$ cat src/pkg/fsp_pkg.sv
// Constants, types and helpers shared by the fast serial port design.
// Overview of operation
// Every serial bit lasts one bit period set by the baud divisor, and a high line level is a one.
// In block transmit mode the stop interval after each byte lasts the gap value minus 9 bit periods.
// After reset the gap value gives a block-mode stop interval of two bit periods.
// The receiver treats its input as asynchronous and realigns its bit timing on every start edge.
// The receiver decodes correctly with up to five percent rate error when the divisor is 23 or more.
// In byte receive mode bytes enter a receive FIFO and the receive-ready flag is high while it is not empty.
// In block receive mode bytes go straight to the memory system and bypass the receive FIFO.
// With handshake on, the partner pauses the port by dropping clear-to-send 1.5 clocks before request-to-send rises.
// A held byte is sent once clear-to-send is high again, and the partner keeps it high until the start bit.
// With handshake on, request-to-send drops during the third data bit of each byte.
// The partner may keep clear-to-send high until request-to-send drops, which is always after the start bit.
// A character is one low start bit, eight data bits least significant first, and a high stop interval.
package fsp_pkg;

  localparam int ADDR_W = 16;
  localparam int DATA_W = 16;
  localparam int BYTE_W = 8;

  // Register byte addresses.
  localparam logic [15:0] ADDR_CTRL = 16'hc060;
  localparam logic [15:0] ADDR_RATE = 16'hc064;
  localparam logic [15:0] ADDR_TXDATA = 16'hc068;
  localparam logic [15:0] ADDR_RXDATA = 16'hc06c;
  localparam logic [15:0] ADDR_STATUS = 16'hc070;
  localparam logic [15:0] ADDR_GAP = 16'hc074;
  localparam logic [15:0] ADDR_IRQ_STAT = 16'hc078;
  localparam logic [15:0] ADDR_IRQ_MASK = 16'hc07c;
  localparam logic [15:0] ADDR_BLK_ADDR = 16'hc080;

  // Control register fields.
  localparam int CTRL_W = 3;
  localparam int CTRL_TX_BLOCK = 0;
  localparam int CTRL_RX_BLOCK = 1;
  localparam int CTRL_HS_EN = 2;
  localparam logic [2:0] CTRL_RESET = 3'h0;

  // Status register fields.
  localparam int ST_RX_READY = 0;
  localparam int ST_TX_BUSY = 1;
  localparam int ST_TX_PEND = 2;

  // Interrupt status and mask fields.
  localparam int IRQ_W = 4;
  localparam int IRQ_RX_BYTE = 0;
  localparam int IRQ_TX_DONE = 1;
  localparam int IRQ_FRAME_ERR = 2;
  localparam int IRQ_RX_OVF = 3;

  // Reset values and framing figures.
  localparam logic [15:0] GAP_RESET = 16'h000b;
  localparam logic [15:0] GAP_OVERHEAD = 16'h0009;
  localparam logic [15:0] RATE_RESET = 16'h0017;
  localparam logic [15:0] STOP_MIN = 16'h0001;
  localparam logic [15:0] BLK_ADDR_RESET = 16'h0000;
  localparam logic [2:0] LAST_BIT = 3'h7;
  localparam logic [2:0] RTS_DROP_BIT = 3'h2;

  // Receive FIFO geometry.
  localparam int FIFO_DEPTH = 4;
  localparam int FIFO_PTR_W = 2;
  localparam logic [2:0] FIFO_FULL = 3'h4;

  typedef enum logic [2:0] {TX_IDLE, TX_HOLD, TX_START, TX_DATA, TX_STOP} tx_state_t;
  typedef enum logic [1:0] {RX_IDLE, RX_START, RX_DATA, RX_STOP} rx_state_t;

  // A bit period spans divisor plus one clock cycles, counted from zero.
  function automatic logic bit_end(input logic [15:0] cnt, input logic [15:0] div);
    return cnt == div;
  endfunction

  // Stop interval length in bit periods; a gap at or below the overhead falls back to one.
  function automatic logic [15:0] stop_bits(input logic [15:0] gap, input logic block);
    logic [15:0] len;
    len = STOP_MIN;
    if (block && gap > GAP_OVERHEAD) begin
      len = gap - GAP_OVERHEAD;
    end
    return len;
  endfunction

endpackage

$ cat src/fast_serial_port.sv
// Fast serial port: register file, transmitter, receive FIFO, block receive path and interrupt.
//
// Chosen here: the strobed register port.
`timescale 1ns/1ps
module fast_serial_port (
  input wire logic clk_sys,
  input wire logic rstn,
  input wire logic [15:0] reg_addr,
  input wire logic [15:0] reg_wdata,
  input wire logic reg_wr,
  input wire logic reg_rd,
  output logic [15:0] reg_rdata,
  output logic serial_tx_line,
  input wire logic serial_rx_line,
  input wire logic clear_to_send_in,
  output logic request_to_send_out,
  output logic receive_ready_flag,
  output logic irq,
  output logic mem_wr_strobe,
  output logic [15:0] mem_wr_addr,
  output logic [7:0] mem_wr_data
);

  logic [2:0] ctrl_q;
  logic [15:0] baud_divisor_value;
  logic [15:0] tx_gap_value;
  logic [3:0] irq_mask_q;
  logic [3:0] irq_st_q;
  logic [3:0] irq_ev;
  logic [15:0] blk_addr_q;
  logic tx_block;
  logic rx_block;
  logic hs_en;

  fsp_pkg::tx_state_t tx_state_q;
  logic [7:0] tx_hold_q;
  logic tx_pend_q;
  logic [7:0] tx_shreg_q;
  logic [15:0] tx_cnt_q;
  logic [2:0] tx_idx_q;
  logic [15:0] stop_left_q;
  logic tx_done_q;
  logic txd_q;
  logic rts_q;
  logic tx_wr;

  logic rx_valid;
  logic [7:0] rx_data;
  logic rx_ferr;
  logic [7:0] fifo_mem [fsp_pkg::FIFO_DEPTH];
  logic [1:0] fifo_wp_q;
  logic [1:0] fifo_rp_q;
  logic [2:0] fifo_cnt_q;
  logic fifo_push;
  logic fifo_pop;
  logic fifo_ovf;

  assign tx_block = ctrl_q[fsp_pkg::CTRL_TX_BLOCK];
  assign rx_block = ctrl_q[fsp_pkg::CTRL_RX_BLOCK];
  assign hs_en = ctrl_q[fsp_pkg::CTRL_HS_EN];
  assign tx_wr = reg_wr && reg_addr == fsp_pkg::ADDR_TXDATA;

  // Configuration registers written by software.
  always_ff @(posedge clk_sys or negedge rstn) begin
    if (!rstn) begin
      ctrl_q <= fsp_pkg::CTRL_RESET;
      baud_divisor_value <= fsp_pkg::RATE_RESET;
      tx_gap_value <= fsp_pkg::GAP_RESET;
      irq_mask_q <= 4'h0;
    end else if (reg_wr) begin
      unique case (reg_addr)
        fsp_pkg::ADDR_CTRL: ctrl_q <= reg_wdata[fsp_pkg::CTRL_W-1:0];
        fsp_pkg::ADDR_RATE: baud_divisor_value <= reg_wdata;
        fsp_pkg::ADDR_GAP: tx_gap_value <= reg_wdata;
        fsp_pkg::ADDR_IRQ_MASK: irq_mask_q <= reg_wdata[fsp_pkg::IRQ_W-1:0];
        default: ;
      endcase
    end
  end

  // Read data are registered, so they stand only in the cycle after the read strobe.
  always_ff @(posedge clk_sys or negedge rstn) begin
    if (!rstn) begin
      reg_rdata <= 16'h0000;
    end else if (reg_rd) begin
      unique case (reg_addr)
        fsp_pkg::ADDR_CTRL: reg_rdata <= {13'h0000, ctrl_q};
        fsp_pkg::ADDR_RATE: reg_rdata <= baud_divisor_value;
        fsp_pkg::ADDR_RXDATA: reg_rdata <= {8'h00, fifo_mem[fifo_rp_q]};
        fsp_pkg::ADDR_STATUS: reg_rdata <= {13'h0000, tx_pend_q, tx_state_q != fsp_pkg::TX_IDLE, receive_ready_flag};
        fsp_pkg::ADDR_GAP: reg_rdata <= tx_gap_value;
        fsp_pkg::ADDR_IRQ_STAT: reg_rdata <= {12'h000, irq_st_q};
        fsp_pkg::ADDR_IRQ_MASK: reg_rdata <= {12'h000, irq_mask_q};
        fsp_pkg::ADDR_BLK_ADDR: reg_rdata <= blk_addr_q;
        default: reg_rdata <= 16'h0000;
      endcase
    end else begin
      reg_rdata <= 16'h0000;
    end
  end

  // Transmitter. A write to the data register while a byte is already pending is ignored.
  always_ff @(posedge clk_sys or negedge rstn) begin
    if (!rstn) begin
      tx_state_q <= fsp_pkg::TX_IDLE;
      tx_hold_q <= 8'h00;
      tx_pend_q <= 1'b0;
      tx_shreg_q <= 8'h00;
      tx_cnt_q <= 16'h0000;
      tx_idx_q <= 3'h0;
      stop_left_q <= 16'h0000;
      tx_done_q <= 1'b0;
      txd_q <= 1'b1;
      rts_q <= 1'b0;
    end else begin
      tx_done_q <= 1'b0;
      if (tx_wr && !tx_pend_q) begin
        tx_hold_q <= reg_wdata[fsp_pkg::BYTE_W-1:0];
        tx_pend_q <= 1'b1;
      end
      unique case (tx_state_q)
        fsp_pkg::TX_IDLE: begin
          txd_q <= 1'b1;
          tx_cnt_q <= 16'h0000;
          if (tx_pend_q) begin
            tx_shreg_q <= tx_hold_q;
            tx_pend_q <= 1'b0;
            if (hs_en) begin
              rts_q <= 1'b1;
              tx_state_q <= fsp_pkg::TX_HOLD;
            end else begin
              txd_q <= 1'b0;
              tx_state_q <= fsp_pkg::TX_START;
            end
          end
        end
        fsp_pkg::TX_HOLD: begin
          // Request-to-send is already up; the partner holds the byte off with clear-to-send low.
          if (clear_to_send_in) begin
            txd_q <= 1'b0;
            tx_state_q <= fsp_pkg::TX_START;
          end
        end
        fsp_pkg::TX_START: begin
          if (fsp_pkg::bit_end(tx_cnt_q, baud_divisor_value)) begin
            tx_cnt_q <= 16'h0000;
            tx_idx_q <= 3'h0;
            txd_q <= tx_shreg_q[0];
            tx_state_q <= fsp_pkg::TX_DATA;
          end else begin
            tx_cnt_q <= tx_cnt_q + 16'h0001;
          end
        end
        fsp_pkg::TX_DATA: begin
          if (fsp_pkg::bit_end(tx_cnt_q, baud_divisor_value)) begin
            tx_cnt_q <= 16'h0000;
            tx_idx_q <= tx_idx_q + 3'h1;
            if (tx_idx_q + 3'h1 == fsp_pkg::RTS_DROP_BIT) begin
              rts_q <= 1'b0;
            end
            if (tx_idx_q == fsp_pkg::LAST_BIT) begin
              txd_q <= 1'b1;
              stop_left_q <= fsp_pkg::stop_bits(tx_gap_value, tx_block) - 16'h0001;
              tx_state_q <= fsp_pkg::TX_STOP;
            end else begin
              txd_q <= tx_shreg_q[tx_idx_q + 3'h1];
            end
          end else begin
            tx_cnt_q <= tx_cnt_q + 16'h0001;
          end
        end
        fsp_pkg::TX_STOP: begin
          // A long gap only stretches the line-high time; the next byte may already be pending.
          if (fsp_pkg::bit_end(tx_cnt_q, baud_divisor_value)) begin
            tx_cnt_q <= 16'h0000;
            if (stop_left_q == 16'h0000) begin
              tx_done_q <= 1'b1;
              tx_state_q <= fsp_pkg::TX_IDLE;
            end else begin
              stop_left_q <= stop_left_q - 16'h0001;
            end
          end else begin
            tx_cnt_q <= tx_cnt_q + 16'h0001;
          end
        end
      endcase
    end
  end

  assign serial_tx_line = txd_q;
  assign request_to_send_out = rts_q;

  fsp_receiver u_receiver (
    .clk_sys(clk_sys),
    .rstn(rstn),
    .serial_rx_line(serial_rx_line),
    .baud_divisor_value(baud_divisor_value),
    .byte_valid(rx_valid),
    .byte_data(rx_data),
    .frame_err(rx_ferr)
  );

  // Byte-mode FIFO; a byte that arrives when it is full is dropped and flagged.
  assign fifo_push = rx_valid && !rx_block && fifo_cnt_q != fsp_pkg::FIFO_FULL;
  assign fifo_ovf = rx_valid && !rx_block && fifo_cnt_q == fsp_pkg::FIFO_FULL;
  assign fifo_pop = reg_rd && reg_addr == fsp_pkg::ADDR_RXDATA && fifo_cnt_q != 3'h0;

  always_ff @(posedge clk_sys) begin
    if (fifo_push) begin
      fifo_mem[fifo_wp_q] <= rx_data;
    end
  end

  always_ff @(posedge clk_sys or negedge rstn) begin
    if (!rstn) begin
      fifo_wp_q <= 2'h0;
      fifo_rp_q <= 2'h0;
      fifo_cnt_q <= 3'h0;
    end else begin
      if (fifo_push) begin
        fifo_wp_q <= fifo_wp_q + 2'h1;
      end
      if (fifo_pop) begin
        fifo_rp_q <= fifo_rp_q + 2'h1;
      end
      if (fifo_push && !fifo_pop) begin
        fifo_cnt_q <= fifo_cnt_q + 3'h1;
      end else if (fifo_pop && !fifo_push) begin
        fifo_cnt_q <= fifo_cnt_q - 3'h1;
      end
    end
  end

  assign receive_ready_flag = fifo_cnt_q != 3'h0;

  // Block-mode bytes go straight to memory at an auto-incrementing address.
  always_ff @(posedge clk_sys or negedge rstn) begin
    if (!rstn) begin
      blk_addr_q <= fsp_pkg::BLK_ADDR_RESET;
      mem_wr_strobe <= 1'b0;
      mem_wr_addr <= 16'h0000;
      mem_wr_data <= 8'h00;
    end else begin
      mem_wr_strobe <= rx_valid && rx_block;
      if (rx_valid && rx_block) begin
        mem_wr_addr <= blk_addr_q;
        mem_wr_data <= rx_data;
      end
      if (reg_wr && reg_addr == fsp_pkg::ADDR_BLK_ADDR) begin
        blk_addr_q <= reg_wdata;
      end else if (rx_valid && rx_block) begin
        blk_addr_q <= blk_addr_q + 16'h0001;
      end
    end
  end

  // Sticky events; a read clears them, but an event in the same cycle survives the clear.
  assign irq_ev = {fifo_ovf, rx_ferr, tx_done_q, rx_valid};

  always_ff @(posedge clk_sys or negedge rstn) begin
    if (!rstn) begin
      irq_st_q <= 4'h0;
    end else if (reg_rd && reg_addr == fsp_pkg::ADDR_IRQ_STAT) begin
      irq_st_q <= irq_ev;
    end else begin
      irq_st_q <= irq_st_q | irq_ev;
    end
  end

  assign irq = |(irq_st_q & irq_mask_q);

  chk_gap_default: assert property (@(posedge clk_sys)
    $rose(rstn) |-> tx_gap_value == fsp_pkg::GAP_RESET)
    else $error("Gap value does not hold its reset default.");

  chk_stop_length: assert property (@(posedge clk_sys) disable iff (!rstn)
    (tx_state_q == fsp_pkg::TX_DATA && $past(tx_state_q) == fsp_pkg::TX_DATA) ##1 tx_state_q == fsp_pkg::TX_STOP
    |-> stop_left_q == fsp_pkg::stop_bits(tx_gap_value, tx_block) - 16'h0001)
    else $error("Stop interval not loaded from the gap value.");

  chk_start_low: assert property (@(posedge clk_sys) disable iff (!rstn)
    (tx_state_q == fsp_pkg::TX_START) |-> !serial_tx_line)
    else $error("Start bit is not low.");

  chk_stop_high: assert property (@(posedge clk_sys) disable iff (!rstn)
    (tx_state_q == fsp_pkg::TX_STOP || tx_state_q == fsp_pkg::TX_IDLE) |-> serial_tx_line)
    else $error("Line not high in stop or idle.");

  chk_data_order: assert property (@(posedge clk_sys) disable iff (!rstn)
    (tx_state_q == fsp_pkg::TX_DATA) |-> serial_tx_line == tx_shreg_q[tx_idx_q])
    else $error("Data bit out of order or inverted.");

  chk_cts_hold: assert property (@(posedge clk_sys) disable iff (!rstn)
    (tx_state_q == fsp_pkg::TX_HOLD) |=> tx_state_q == ($past(clear_to_send_in) ? fsp_pkg::TX_START : fsp_pkg::TX_HOLD))
    else $error("Held byte did not follow clear-to-send.");

  chk_rts_drop: assert property (@(posedge clk_sys) disable iff (!rstn)
    (tx_state_q == fsp_pkg::TX_DATA && tx_idx_q >= fsp_pkg::RTS_DROP_BIT) |-> !request_to_send_out)
    else $error("Request-to-send still high after the third data bit began.");

  chk_rx_ready: assert property (@(posedge clk_sys) disable iff (!rstn)
    (rx_valid && !rx_block && fifo_cnt_q != fsp_pkg::FIFO_FULL) |=> receive_ready_flag)
    else $error("Receive-ready flag missing after a byte.");

  chk_block_mem: assert property (@(posedge clk_sys) disable iff (!rstn)
    (rx_valid && rx_block) |=> mem_wr_strobe && (fifo_cnt_q <= $past(fifo_cnt_q)) && mem_wr_data == $past(rx_data))
    else $error("Block byte did not go straight to memory.");

  chk_irq_level: assert property (@(posedge clk_sys) disable iff (!rstn)
    irq_ev[fsp_pkg::IRQ_RX_BYTE] && irq_mask_q[fsp_pkg::IRQ_RX_BYTE] && !(reg_wr && reg_addr == fsp_pkg::ADDR_IRQ_MASK)
    |=> irq)
    else $error("Unmasked event did not raise the interrupt.");

endmodule

$ cat src/fsp_receiver.sv
// Serial receiver that realigns on each start edge and delivers framed bytes.
`timescale 1ns/1ps
module fsp_receiver (
  input wire logic clk_sys,
  input wire logic rstn,
  input wire logic serial_rx_line,
  input wire logic [15:0] baud_divisor_value,
  output logic byte_valid,
  output logic [7:0] byte_data,
  output logic frame_err
);

  logic sync1_q;
  logic sync2_q;
  logic prev_q;
  logic fall;
  fsp_pkg::rx_state_t state_q;
  logic [15:0] cnt_q;
  logic [2:0] idx_q;
  logic [7:0] shreg_q;

  // Two-stage synchroniser; the line has no phase relation to clk_sys.
  always_ff @(posedge clk_sys or negedge rstn) begin
    if (!rstn) begin
      sync1_q <= 1'b1;
      sync2_q <= 1'b1;
      prev_q <= 1'b1;
    end else begin
      sync1_q <= serial_rx_line;
      sync2_q <= sync1_q;
      prev_q <= sync2_q;
    end
  end

  assign fall = prev_q & ~sync2_q;

  // Bit timing restarts at each start edge, so rate error only accumulates over one character.
  always_ff @(posedge clk_sys or negedge rstn) begin
    if (!rstn) begin
      state_q <= fsp_pkg::RX_IDLE;
      cnt_q <= 16'h0000;
      idx_q <= 3'h0;
      shreg_q <= 8'h00;
      byte_valid <= 1'b0;
      byte_data <= 8'h00;
      frame_err <= 1'b0;
    end else begin
      byte_valid <= 1'b0;
      frame_err <= 1'b0;
      unique case (state_q)
        fsp_pkg::RX_IDLE: begin
          cnt_q <= 16'h0000;
          if (fall) begin
            state_q <= fsp_pkg::RX_START;
          end
        end
        fsp_pkg::RX_START: begin
          // Mid-bit check of the start bit; a short glitch returns to idle.
          if (fsp_pkg::bit_end(cnt_q, baud_divisor_value >> 1)) begin
            cnt_q <= 16'h0000;
            idx_q <= 3'h0;
            state_q <= sync2_q ? fsp_pkg::RX_IDLE : fsp_pkg::RX_DATA;
          end else begin
            cnt_q <= cnt_q + 16'h0001;
          end
        end
        fsp_pkg::RX_DATA: begin
          // Sampling at bit centres leaves half a bit of margin against rate error.
          if (fsp_pkg::bit_end(cnt_q, baud_divisor_value)) begin
            cnt_q <= 16'h0000;
            shreg_q <= {sync2_q, shreg_q[7:1]};
            idx_q <= idx_q + 3'h1;
            if (idx_q == fsp_pkg::LAST_BIT) begin
              state_q <= fsp_pkg::RX_STOP;
            end
          end else begin
            cnt_q <= cnt_q + 16'h0001;
          end
        end
        fsp_pkg::RX_STOP: begin
          if (fsp_pkg::bit_end(cnt_q, baud_divisor_value)) begin
            byte_valid <= sync2_q;
            frame_err <= ~sync2_q;
            byte_data <= shreg_q;
            state_q <= fsp_pkg::RX_IDLE;
          end else begin
            cnt_q <= cnt_q + 16'h0001;
          end
        end
      endcase
    end
  end

  chk_rx_start_edge: assert property (@(posedge clk_sys) disable iff (!rstn)
    (state_q == fsp_pkg::RX_IDLE && fall) |=> state_q == fsp_pkg::RX_START)
    else $error("Receiver missed a start edge.");

  chk_rx_stop_flag: assert property (@(posedge clk_sys) disable iff (!rstn)
    (state_q == fsp_pkg::RX_STOP && fsp_pkg::bit_end(cnt_q, baud_divisor_value)) |=> (byte_valid ^ frame_err))
    else $error("Stop bit gave neither a byte nor a framing error.");

endmodule

$ cat config.mk
export PLATFORM = sky130hd
export DESIGN_NAME = fast_serial_port
export DESIGN_NICKNAME = d
export VERILOG_FILES = /design/src/pkg/fsp_pkg.sv /design/src/fast_serial_port.sv /design/src/fsp_receiver.sv
export SDC_FILE = /design/constraint.sdc
export NUM_CORES = 1
export LEC_CHECK = 0
export BUFFER_PORTS_ARGS = -buffer_cell sky130_fd_sc_hd__buf_2
export CORE_ASPECT_RATIO = 1.1
export CORE_MARGIN = 10
export CORE_UTILIZATION = 35
export CTS_CLUSTER_SIZE = 14
export DETAILED_ROUTE_END_ITERATION = 7
export GPL_TIMING_DRIVEN = 0
export PLACE_DENSITY = 0.48
export SYNTH_ARGS = -nofsm -noshare
export SYNTH_HDL_FRONTEND = slang
export SYNTH_SLANG_ARGS = --single-unit
$ cat constraint.sdc
create_clock -name clk_sys -period 5.25 [get_ports clk_sys]
set_input_delay 0.525 -clock clk_sys [delete_from_list [all_inputs] [get_ports clk_sys]]
set_output_delay 0.525 -clock clk_sys [all_outputs]
set_load 0.005 [all_outputs]
==> metrics.txt, run 1 <==
outcome=finished, final reports clean; Die Y=216 um; Remaining Overflow, GRT=0; r2r startpoint=tx_gap_value[0]$_DFFE_PN1P_; fin cells=1730; CP required=5.66 ns; switch share=0.274; port bufs=80; NetSw=1.35 mW; DRT Pass-1 Iters=8; Num CTS Buffers=28; Slew Viols, Final=0; Hold Path Class=in2async; Longest Clk Path Bufs=3; number of global-route vias before repair=9228; layout cells sized above 1=0.200; Post-synth EDFFs=32; area leader, netlist=dfrtp_1; period utilisation layout=0.679; Ports=83; WL/cell=19.6 um; Area Overhead vs Synth=16.2%; CORE AREA=34300 um2; post-DP HPWL=24.9 mm; Critical path origin=tx_gap_value[0]$_DFFE_PN1P_; Ant. Diodes=0; final hold viol count=0; CTS tree=yes; syn_nets=1218; part of the power in combinational logic=0.142; First DRT Iteration DRCs=638; H-tree level count=1; Reg power frac=0.441; Post-Syn Instances=1159; Initial Util=0.355; RSZ-0062 raised after global routing=no; clk sink count=239; first-pass GRT wire length=54.4 mm; Max VDD drop=0.189 mV; Worst slew margin=0.284; gr usage total=0.160; post-synth top area share=0.403; Clock power frac=0.417; Max-cap violations=0; Avg Inst Size Synth=10.5 um2; Critical Path Fanout Max=10; Detailed Route WL=33.9 mm; clock root buffer=clkbuf_16; Nets=1329; CP Capture Type=register; measured slew at the worst slew-check pin=1.06 ns; Worst Reg-to-Reg Cells=13; Post-Syn Area=12200 um2; DRC viols=0; critical path data arrival time=3.97 ns; Critical Path End=stop_left_q[10]$_DFFE_PN0P_; synth warn=0; RePlAce Congestion=0.877; R2R setup slack=1.69 ns; Fin Setup TNS=0 ns; initial antenna violation count=1; CP Launch Type=register; placed cell count=1678; dominant synthesized flop cell=dfrtp_1; Tmin final=3.56 ns; clk_skew=0.0131 ns; Crit Path Category=reg2reg; Chip Width=198 um; CTS clk-pin slew, worst paths=0.06 ns; Cell Int Power=3.58 mW; # hold bufs at CTS=0; post-synthesis register bit count=239; Std-Cell Rows=71; Die ar.=42600 um2; post-route ant nets=0; sequential cell area fraction in the yosys report=0.506; pin count of the biggest net entering global routing=116; ranking of synthesized cells by area=dfrtp_1 (40%), edfxtp_1 (7.9%), mux2_2 (7.0%); Worst-Skew Late Latency=0.54 ns; ys async rst share=0.866; vias per cell=5.23; Resized cells post-CTS=0; FF-to-FF End=stop_left_q[10]$_DFFE_PN0P_; pwr dens=349 nW/um2; Fmax=0.281 GHz; via count=9053; Final setup viols=0; post-synthesis cell type count=82; Leak Pwr=6.40 nW; Final Util=0.413; postcts setup bufs=0
[registers in the layout (all words and copies together) (netlist names), 4 cells and up, named ones only]
register and cells:
blk_addr_q 16, mem_wr_data 8, tx_cnt_q 16, stop_left_q 16, irq_mask_q 4, u_receiver.shreg_q 8, tx_gap_value 16, baud_divisor_value 16
tx_hold_q 8, reg_rdata 16, mem_wr_addr 16, u_receiver.byte_data 8, u_receiver.cnt_q 16, irq_st_q 4, fifo_mem 32, tx_shreg_q 8
[power groups by stage]
stage | logic [mW] | registers [mW] | clock network [mW]
finish | 0.698 | 2.18 | 2.06
global route | 0.802 | 2.20 | 2.18
CTS | 0.711 | 2.18 | 2.11
detailed placement | 0.708 | 2.21 | 0
global placement | 0.702 | 2.21 | 0
floorplan | 0.491 | 2.15 | 0
[cell usage in the layout (no fill, tap or decap), drive strengths merged, types with 4 or more instances in the layout]
cell type and n:
nor3b 5, and2 14, nor2b 11, a31oi 7, a21o 6, dfrtp 196, and3 20, nor4 17
mux2i 7, nand2b 26, clkinv 5, a21oi 47, o22ai 5, nand4 14, buf 96, xor2 51
o21ai 85, mux4 10, xnor2 36, clkbuf 78, o31ai 14, nor2 79, a21boi 6, nand2 166
nor3 19, o211ai 4, mux2 77, a22oi 10, dfstp 11, a222oi 15, edfxtp 32, nand3 28
ha 20, inv 24
[logic make-up (layout without fill, tap and decap cells)]
kind of cell | count (synthesis) | in the layout | share of synthesized area
and+or+nand+nor | 416 | 416 | 0.168
DFF | 239 | 239 | 0.506
AOI/OAI and AO/OA | 225 | 225 | 0.120
muxes | 94 | 94 | 0.0958
xor gates and xnor gates | 87 | 87 | 0.0626
buffers and inverters | 76 | 209 | 0.0254
adders and majority gates | 22 | 22 | 0.0230
[cells in the mapped netlist (3+ instances only)]
cell type	count
nor2b_1	11
o31ai_1	13
a22oi_1	10
nand2_1	165
a21o_1	6
clkbuf_1	37
edfxtp_1	32
nor4_1	13
a221oi_1	3
xor2_1	51
or4_1	3
nor3b_1	4
a211oi_1	3
a21oi_1	47
mux2_2	76
dfstp_2	11
nand4_1	14
nor4_4	3
inv_1	24
dfrtp_1	196
mux4_2	10
nand2b_1	26
o211ai_1	4
a222oi_1	15
ha_1	20
xnor2_1	36
a21boi_0	5
a31oi_1	6
nor3_1	18
and3_1	20
and2_1	13
buf_1	5
o22ai_1	5
o21ai_0	82
nand3_1	27
buf_2	7
mux2i_1	7
nor2_1	77
[how the worst min path moves through the flow]
stage               slack, ns  cells past startpoint                           end
floorplan                0.23                      0    asynchronous set/reset pin
global route             0.06                      1      tx_cnt_q[10]$_DFFE_PN0P_
detailed placement       0.35                      0  u_receiver.sync2_q$_DFF_PN1_
CTS                      0.05                      1      tx_cnt_q[10]$_DFFE_PN0P_
finish                  0.001                      1      tx_cnt_q[10]$_DFFE_PN0P_
global placement         0.35                      0  u_receiver.sync2_q$_DFF_PN1_
[per-stage QoR]
step | hold slack, ns | instance area, um2 | power, mW | setup WS (ns)
global placement | 0.346 | 13100 | 2.91 | -0.217
CTS | 0.0504 | 14100 | 5.00 | 1.68
global route | 0.0595 | 14100 | 5.18 | 1.41
finish | 0.00130 | 14100 | 4.93 | 1.69
detailed placement | 0.347 | 13200 | 2.92 | 1.29
floorplan | 0.229 | 12200 | 2.64 | 2.05
[routing by layer]
| layer | up-vias | share of wire | wire (um) | track usage |
|---|---|---|---|---|
| li1 | 4368 | - | - | - |
| met2 | 187 | 0.47 | 15900 | 0.254 |
| met3 | 43 | 0.040 | 1360 | 0.0251 |
| met1 | 4453 | 0.46 | 15800 | 0.217 |
| met5 | - | 0.00027 | 9 | 0 |
| met4 | 2 | 0.028 | 950 | 0.0492 |
[final cells by class]
class                      instances  area (um2)
clock buffer                      41         851
sequential                       239        6150
buffer                            52         219
tap                              438         548
clock inverter                    11         138
timing repair buffer              81         438
multi-input combinational        844        5710
fill                            3352       20100
inverter                          24        90.1
[worst max-delay path, cell delays in order (launching register included)]
cell and delay, ns:
dfstp_2 0.64, inv_1 0.10, ha_1 0.27, o21bai_1 0.31
a2111oi_4 0.15, a21o_1 0.20, buf_4 0.18, o22ai_1 0.17
ha_1 0.27, o21ai_0 0.15, nor3_1 0.49, nand2_1 0.19
mux2i_1 0.19, o211ai_1 0.10
Note: power is estimated with default switching activity, not from simulation.
==> run 2, diff against run 1 <==
Settings changed: ABC_AREA from default to 1, PLACE_DENSITY 0.48 to 0.5.
Clock period 5.25 ns to 2.9 ns, I/O delays scaled along.
==> run 2 against run 1 <==
  * Maximum frequency grew 33%
  * Global-route usage fell by 0.21 points
  * Utilization increased by 0.17 points
  * Combinational power rose to 2.8 times the previous value
  * Worst hold slack better by 0.014 ns
  * Count of clock-buffer cells in the layout rose by 1
  * Die area increased by 3.3%
  * Power grew 91%
  * Critical path depth up 2
  * Final cell count increased by 25%
  * Clock skew is 0.0049 ns higher
  * Non-clock buffer count increased by 1
  * Critical path type unchanged
==> metrics.txt, run 2 <==
Worst path most repeated cell=nand3_1; measured slew at the worst slew-check pin=0.784 ns (-0.279 ns); dpl ws=0.0260 ns (-1.26 ns); critical path data arrival time=3.13 ns (-0.84 ns); Slew Viols, Final=0 (unchanged); via count=10261 (+13%); Die Y=219 um (+1.7%); Tmin final=2.68 ns (-0.879 ns); Final setup viols=0 (unchanged); Fmax=0.373 GHz (+33%); clock root buffer=clkbuf_16; Max-cap violations=0 (unchanged); pin count of the biggest net entering global routing=111 (-4.3%); Remaining Overflow, GRT=0 (unchanged); synth warn=0 (unchanged); Crit Path Category=reg2reg; Largest Register=fifo_mem; Avg Inst Size Synth=8.19 um2 (-22%); port bufs=82 (+2.5%); initial antenna violation count=0 (-1); placed cell count=2105 (+25%); pwr dens=642 nW/um2 (+84%); Post-synth EDFFs=32 (unchanged); outcome=finished, final reports clean; worst hold endpoint=blk_addr_q[5]$_DFFE_PN0P_; layout cells sized above 1=0.128 (-0.0712); period utilisation layout=0.925 (+0.247); First DRT Iteration DRCs=512 (-20%); Num CTS Buffers=28 (unchanged); r2r startpoint=tx_gap_value[0]$_DFFE_PN1P_; CTS clk-pin slew, worst paths=0.06 ns (about the same); clk_skew=0.0180 ns (+0.00486 ns); most frequent cell after synthesis=nand2_1; commonest non-fill, non-tap cell in the layout=nand2_1; Max VDD drop=0.450 mV (+140%); DR top layer=met4; Die ar.=44100 um2 (+3.3%); area leader, netlist=dfrtp_1; Final Worst Setup Slack=0.217 ns (-1.47 ns); final hold viol count=0 (unchanged); post-route ant nets=0 (unchanged); wire length on met3=1.26 mm (-7.2%); sequential cell area fraction in the yosys report=0.488 (-0.0181); CORE AREA=35400 um2 (+3.2%); CP Capture Type=register; syn_nets=1600 (+31%); top cells by count, synth=nand2_1 (338), dfrtp_1 (196), inv_1 (191); Ports=83 (unchanged); Initial Util=0.357 (+0.00159); Final Util=0.414 (+0.00169); CTS tree=yes; Ant. Diodes=0 (unchanged); Detailed Route WL=34.8 mm (+2.4%); slowest CP cell=dfstp_2; ranking of synthesized cells by area=dfrtp_1 (39%), nand2_1 (10%), edfxtp_1 (7.6%); first-pass GRT wire length=55.9 mm (+2.9%); CP Launch Type=register; DRT Pass-1 Iters=8 (unchanged); wl on met1=15.1 mm (-4.3%); HP Start=reg_wdata[5]; Worst-Skew Late Latency=0.58 ns (+0.04 ns); Fin Setup TNS=0 ns (unchanged); Hold Path Stages=3; H-tree level count=1 (unchanged); vias per cell=4.75 (-9.3%); R2R setup slack=0.22 ns (-1.47 ns); final hold slack=0.0150 ns (+0.0137 ns); ys async rst share=0.866 (unchanged); Hold Path Class=in2reg; RSZ-0062 raised after global routing=no; Worst Reg-to-Reg Cells=15 (+2); crit-path cells=inv_2, ha_1, nand2_2, nand3_1, nand3_4, nand3_4, o21bai_4, ha_1, nand3_1, nor2_4, nand3_2, nor2_4, nand3_1, nand3_1, nand2_1; total length of routed met2 wires=17.6 mm (+11%); most frequent cells in the layout=nand2_1 (338), dfrtp_1 (196), inv_1 (191); max FFs per register=32 (unchanged); RePlAce Congestion=0.894 (+1.9%); Longest Clk Path Bufs=3 (unchanged); number of global-route vias before repair=10503 (+14%); CP required=3.35 ns (-2.31 ns); CP delay by family, top=simple AND/OR/NAND/NOR gates; Area after DPL=13700 um2 (+3.9%); Post-Syn Area=12600 um2 (+3.7%); dominant synthesized flop cell=dfrtp_1; WL/cell=16.1 um (-18%); Area Overhead vs Synth=16.2% (about the same); Post-Syn Instances=1541 (+33%); FF-to-FF End=stop_left_q[12]$_DFFE_PN0P_; slowest cell delay on critical path=0.55 ns (-0.09 ns); Buf+Inv Stages, Crit Path=1 (-1); Chip Width=201 um (+1.7%); post-route cell area=14700 um2 (+3.7%); post-synthesis register bit count=239 (unchanged); post-synthesis cell type count=50 (-39%); gr usage total=0.157 (-0.00205); Tot Pwr=9.42 mW (+91%); Leak Pwr=6.85 nW (+7.0%); Critical Path Fanout Max=7 (-3); DRC viols=0 (unchanged); Nets=1718 (+29%); fin cells=2162 (+25%); Std-Cell Rows=72 (+1.4%); post-synth top area share=0.389 (-0.0144); post-DP HPWL=26.7 mm (+7.2%); Worst slew margin=0.475 (+0.192); clk sink count=239 (unchanged)
## run 2: cell types whose count changed after synthesis, sizes merged, moves of 19 or more
cell	change
nand2	+181
nand2b	-26
nand3	+56
mux2	-69
nor2	+116
inv	+173
o22ai	+28
and3	-19
o21ai	+72
## run 2: worst min-delay path, stage by stage
cell     delay (ns)
buf_2          0.12
o21ai_0        0.09
inv_1          0.05
## run 2: layout make-up
class | count | area, um2
Buffer | 46 | 231
Timing Repair Buffer | 88 | 495
Clock inverter | 10 | 134
Sequential cell | 239 | 6150
Clock buffer | 42 | 803
Tap cell | 481 | 602
Multi-Input combinational cell | 1057 | 5500
Fill cell | 3604 | 20700
Inverter | 199 | 747
## run 2: logic make-up (layout without fill, tap and decap cells)
| family | after synthesis | count (layout) | share of synthesized area |
|---|---|---|---|
| DFF | 239 | 239 | 0.488 |
| buffers and inverters | 245 | 385 | 0.0775 |
| adders and majority gates | 21 | 21 | 0.0214 |
| AOI/OAI and AO/OA | 272 | 272 | 0.119 |
| xor gates and xnor gates | 69 | 69 | 0.0479 |
| muxes | 8 | 8 | 0.00714 |
| and+or+nand+nor | 687 | 687 | 0.239 |
## run 2: worst max-delay path by stage
stage / end / from / cells past startpoint / slack, ns
6_report: stop_left_q[12]$_DFFE_PN0P_ / tx_gap_value[0]$_DFFE_PN1P_ / 15 / 0.22
5_1_grt: stop_left_q[12]$_DFFE_PN0P_ / tx_gap_value[0]$_DFFE_PN1P_ / 16 / 0.01
2_1_floorplan: stop_left_q[12]$_DFFE_PN0P_ / tx_gap_value[0]$_DFFE_PN1P_ / 15 / 0.43
3_3_place_gp: u_receiver.cnt_q[14]$_DFFE_PN0N_ / rstn / 1 / -2.26
3_5_place_dp: stop_left_q[12]$_DFFE_PN0P_ / tx_gap_value[0]$_DFFE_PN1P_ / 15 / 0.03
4_1_cts: stop_left_q[12]$_DFFE_PN0P_ / tx_gap_value[0]$_DFFE_PN1P_ / 15 / 0.01
## run 2: layer usage
layer / GRT usage / up-vias
li1: - / 5257
met1: 0.189 / 4812
met2: 0.288 / 147
met3: 0.0233 / 45
met4: 0.0429 / 0
met5: 0 / -
## run 2: what timing repair did
item / 4_1_cts / 5_1_grt
setup endpoints to repair: 0 / 4
hold buffers: 4 / 0
setup buffers: 0 / 1
gates resized for setup: 0 / 1
hold endpoints to repair: 96 / 0
## run 2: power breakdown
| group | total, mW | switching (mW) | internal (mW) |
|---|---|---|---|
| Sequential | 3.92 | 0.219 | 3.70 |
| Combinational | 1.92 | 1.33 | 0.590 |
| Clock | 3.58 | 1.47 | 2.10 |
==> run 3, diff against run 2 <==
Settings changed: PLACE_DENSITY 0.5 to 0.48.
Clock period 2.9 ns to 3.4 ns, I/O delays scaled along.
==> run 3 against run 2 <==
  * Die area is the same
  * Final area up 0.47%
  * First-iteration DRC count up 11%
  * Wire length up 1.7%
  * Flip-flop and latch count unchanged
  * Clock skew shrank 0.0026 ns
==> metrics.txt, run 3 (synthesis gave the netlist of run 2 again) <==
gr usage total=0.162 (+0.00440); Std-Cell Rows=72 (unchanged); outcome=finished, final reports clean; Num CTS Buffers=29 (+3.6%); Largest Register=fifo_mem; Resized cells post-CTS=0 (unchanged); NetSw=2.60 mW (-14%); Initial Util=0.357 (unchanged); Hold Path Class=in2reg; Reg power frac=0.405 (-0.011); fin cells=2162 (unchanged); Slew Viols, Final=0 (unchanged); critical path data arrival time=3.34 ns (+0.21 ns); DRC viols=0 (unchanged); vias per cell=4.76 (+0.28%); Detailed Route WL=35.4 mm (+1.7%); CP Launch Type=register; DRT Pass-1 Iters=5 (-3); Worst slew margin=0.432 (-0.0430); CTS clk-pin slew, worst paths=0.06 ns (about the same); Max-cap violations=0 (unchanged); Crit Path Category=reg2reg; clk_skew=0.0154 ns (-0.00256 ns); most frequent cells in the layout=nand2_1 (338), dfrtp_1 (196), inv_1 (191); measured slew at the worst slew-check pin=0.849 ns (+0.0643 ns); H-tree level count=1 (unchanged); Worst Reg-to-Reg Cells=15 (unchanged); FF-to-FF End=stop_left_q[14]$_DFFE_PN0P_; CP required=3.86 ns (+0.51 ns); R2R setup slack=0.52 ns (+0.30 ns); multi-input logic area=5490 um2 (-0.14%); initial antenna violation count=0 (unchanged); Max VDD drop=0.403 mV (-10%); post-route ant nets=0 (unchanged); Cell Int Power=5.66 mW (-12%); Ports=83 (unchanged); CTS tree=yes; pwr dens=561 nW/um2 (-13%); Critical Path Fanout Max=8 (+1); part of the power in combinational logic=0.199 (-0.005); r2r startpoint=tx_gap_value[0]$_DFFE_PN1P_; Die ar.=44100 um2 (unchanged); fillers=3625 (+0.58%); Remaining Overflow, GRT=0 (unchanged); max FFs per register=32 (unchanged); Worst-Skew Late Latency=0.58 ns (about the same); Leak Pwr=6.89 nW (+0.55%); Ant. Diodes=0 (unchanged); HP Start=reg_wdata[5]; RePlAce Congestion=0.879 (-1.7%); placed cell count=2106 (+0.048%); Die Y=219 um (unchanged); layout cells sized above 1=0.130 (+0.00119); switch share=0.315 (-0.00630); Chip Width=201 um (unchanged); first-pass GRT wire length=57.7 mm (+3.1%); post-DP HPWL=27.2 mm (+2.0%); WL/cell=16.4 um (+1.7%); Clock power frac=0.395 (+0.015); Area Overhead vs Synth=16.7%; pin count of the biggest net entering global routing=100 (-9.9%); CP Capture Type=register; RSZ-0062 raised after global routing=no; number of global-route vias before repair=10674 (+1.6%); Longest Clk Path Bufs=3 (unchanged); worst hold endpoint=blk_addr_q[5]$_DFFE_PN0P_; Final setup viols=0 (unchanged); Hold Path Stages=3 (unchanged); port bufs=82 (unchanged); clk sink count=239 (unchanged); CORE AREA=35400 um2 (unchanged); via count=10290 (+0.28%); First DRT Iteration DRCs=569 (+11%); Fmax=0.347 GHz (-7.0%); final hold viol count=0 (unchanged); clock root buffer=clkbuf_16; Tmin final=2.88 ns (+0.201 ns); commonest non-fill, non-tap cell in the layout=nand2_1; Tot Pwr=8.26 mW (-12%); Nets=1717 (-0.058%); period utilisation layout=0.848 (-0.0769); register area=6150 um2 (unchanged)
==> run 3: final cells by class <==
| cell class | count | share of cell area |
|---|---|---|
| multi-input combinational | 1057 | 0.373 |
| timing repair buffer | 86 | 0.0336 |
| clock buffer | 39 | 0.0559 |
| inverter | 199 | 0.0507 |
| clock inverter | 15 | 0.0129 |
| buffer | 46 | 0.0157 |
| tap | 481 | 0.0408 |
| sequential | 239 | 0.418 |
==> run 3: metal layers <==
layer / vias up / track usage / wire length [um]
met4: 0 / 0.0541 / 942
met3: 47 / 0.0221 / 1180
met2: 145 / 0.289 / 17500
met1: 4849 / 0.197 / 15700
li1: 5249 / - / -
met5: - / 0 / 0
==> run 3: worst max-delay path by stage <==
stage                                      startpoint                                to  slack, ns  depth (start not counted)
after floorplan           tx_gap_value[0]$_DFFE_PN1P_       stop_left_q[12]$_DFFE_PN0P_       0.93                         15
after global placement                           rstn  u_receiver.cnt_q[12]$_DFFE_PN0N_      -1.85                          1
after detailed placement  tx_gap_value[0]$_DFFE_PN1P_       stop_left_q[14]$_DFFE_PN0P_       0.52                         15
after CTS                 tx_gap_value[0]$_DFFE_PN1P_       stop_left_q[14]$_DFFE_PN0P_       0.49                         15
after global routing      tx_gap_value[0]$_DFFE_PN1P_       stop_left_q[14]$_DFFE_PN0P_       0.25                         15
final                     tx_gap_value[0]$_DFFE_PN1P_       stop_left_q[14]$_DFFE_PN0P_       0.52                         15
==> run 3: power groups by stage <==
stage	clock network [mW]	registers (mW)	logic, mW
after global routing	3.49	3.38	1.88
after CTS	3.35	3.35	1.67
after detailed placement	0	3.39	1.66
after global placement	0	3.39	1.64
after floorplan	0	3.34	1.14
final	3.27	3.35	1.65
==> run 3: stage by stage <==
| step | hold WS [ns] | cell area [um2] | setup WS [ns] | setup TNS, ns | util |
|---|---|---|---|---|---|
| 4_1_cts | 0.0337 | 14700 | 0.493 | 0 | 0.416 |
| 3_3_place_gp | 0.347 | 13600 | -1.85 | -362.36 | 0.385 |
| 5_1_grt | 0.0569 | 14700 | 0.254 | 0 | 0.416 |
| 6_report | 0.0619 | 14700 | 0.515 | 0 | 0.416 |
| 2_1_floorplan | 0.0444 | 12600 | 0.935 | 0 | - |
| 3_5_place_dp | 0.188 | 13700 | 0.523 | 0 | 0.387 |
==> run 3: critical path: stages, from the launching register on <==
cell	delay [ns]
dfstp_2	0.55
inv_2	0.07
ha_1	0.22
nand2_2	0.12
nand3_1	0.15
nand3_4	0.18
nand3_4	0.16
o21bai_2	0.24
ha_1	0.23
nand3_1	0.15
nor2_4	0.14
nand3_2	0.14
nor2_4	0.18
nand3_1	0.09
nand3_1	0.10
nand2_1	0.05
==> run 3: what timing repair did <==
action                    CTS  global route
hold buffers                2             0
setup buffers               0             0
hold endpoints to repair  112             0
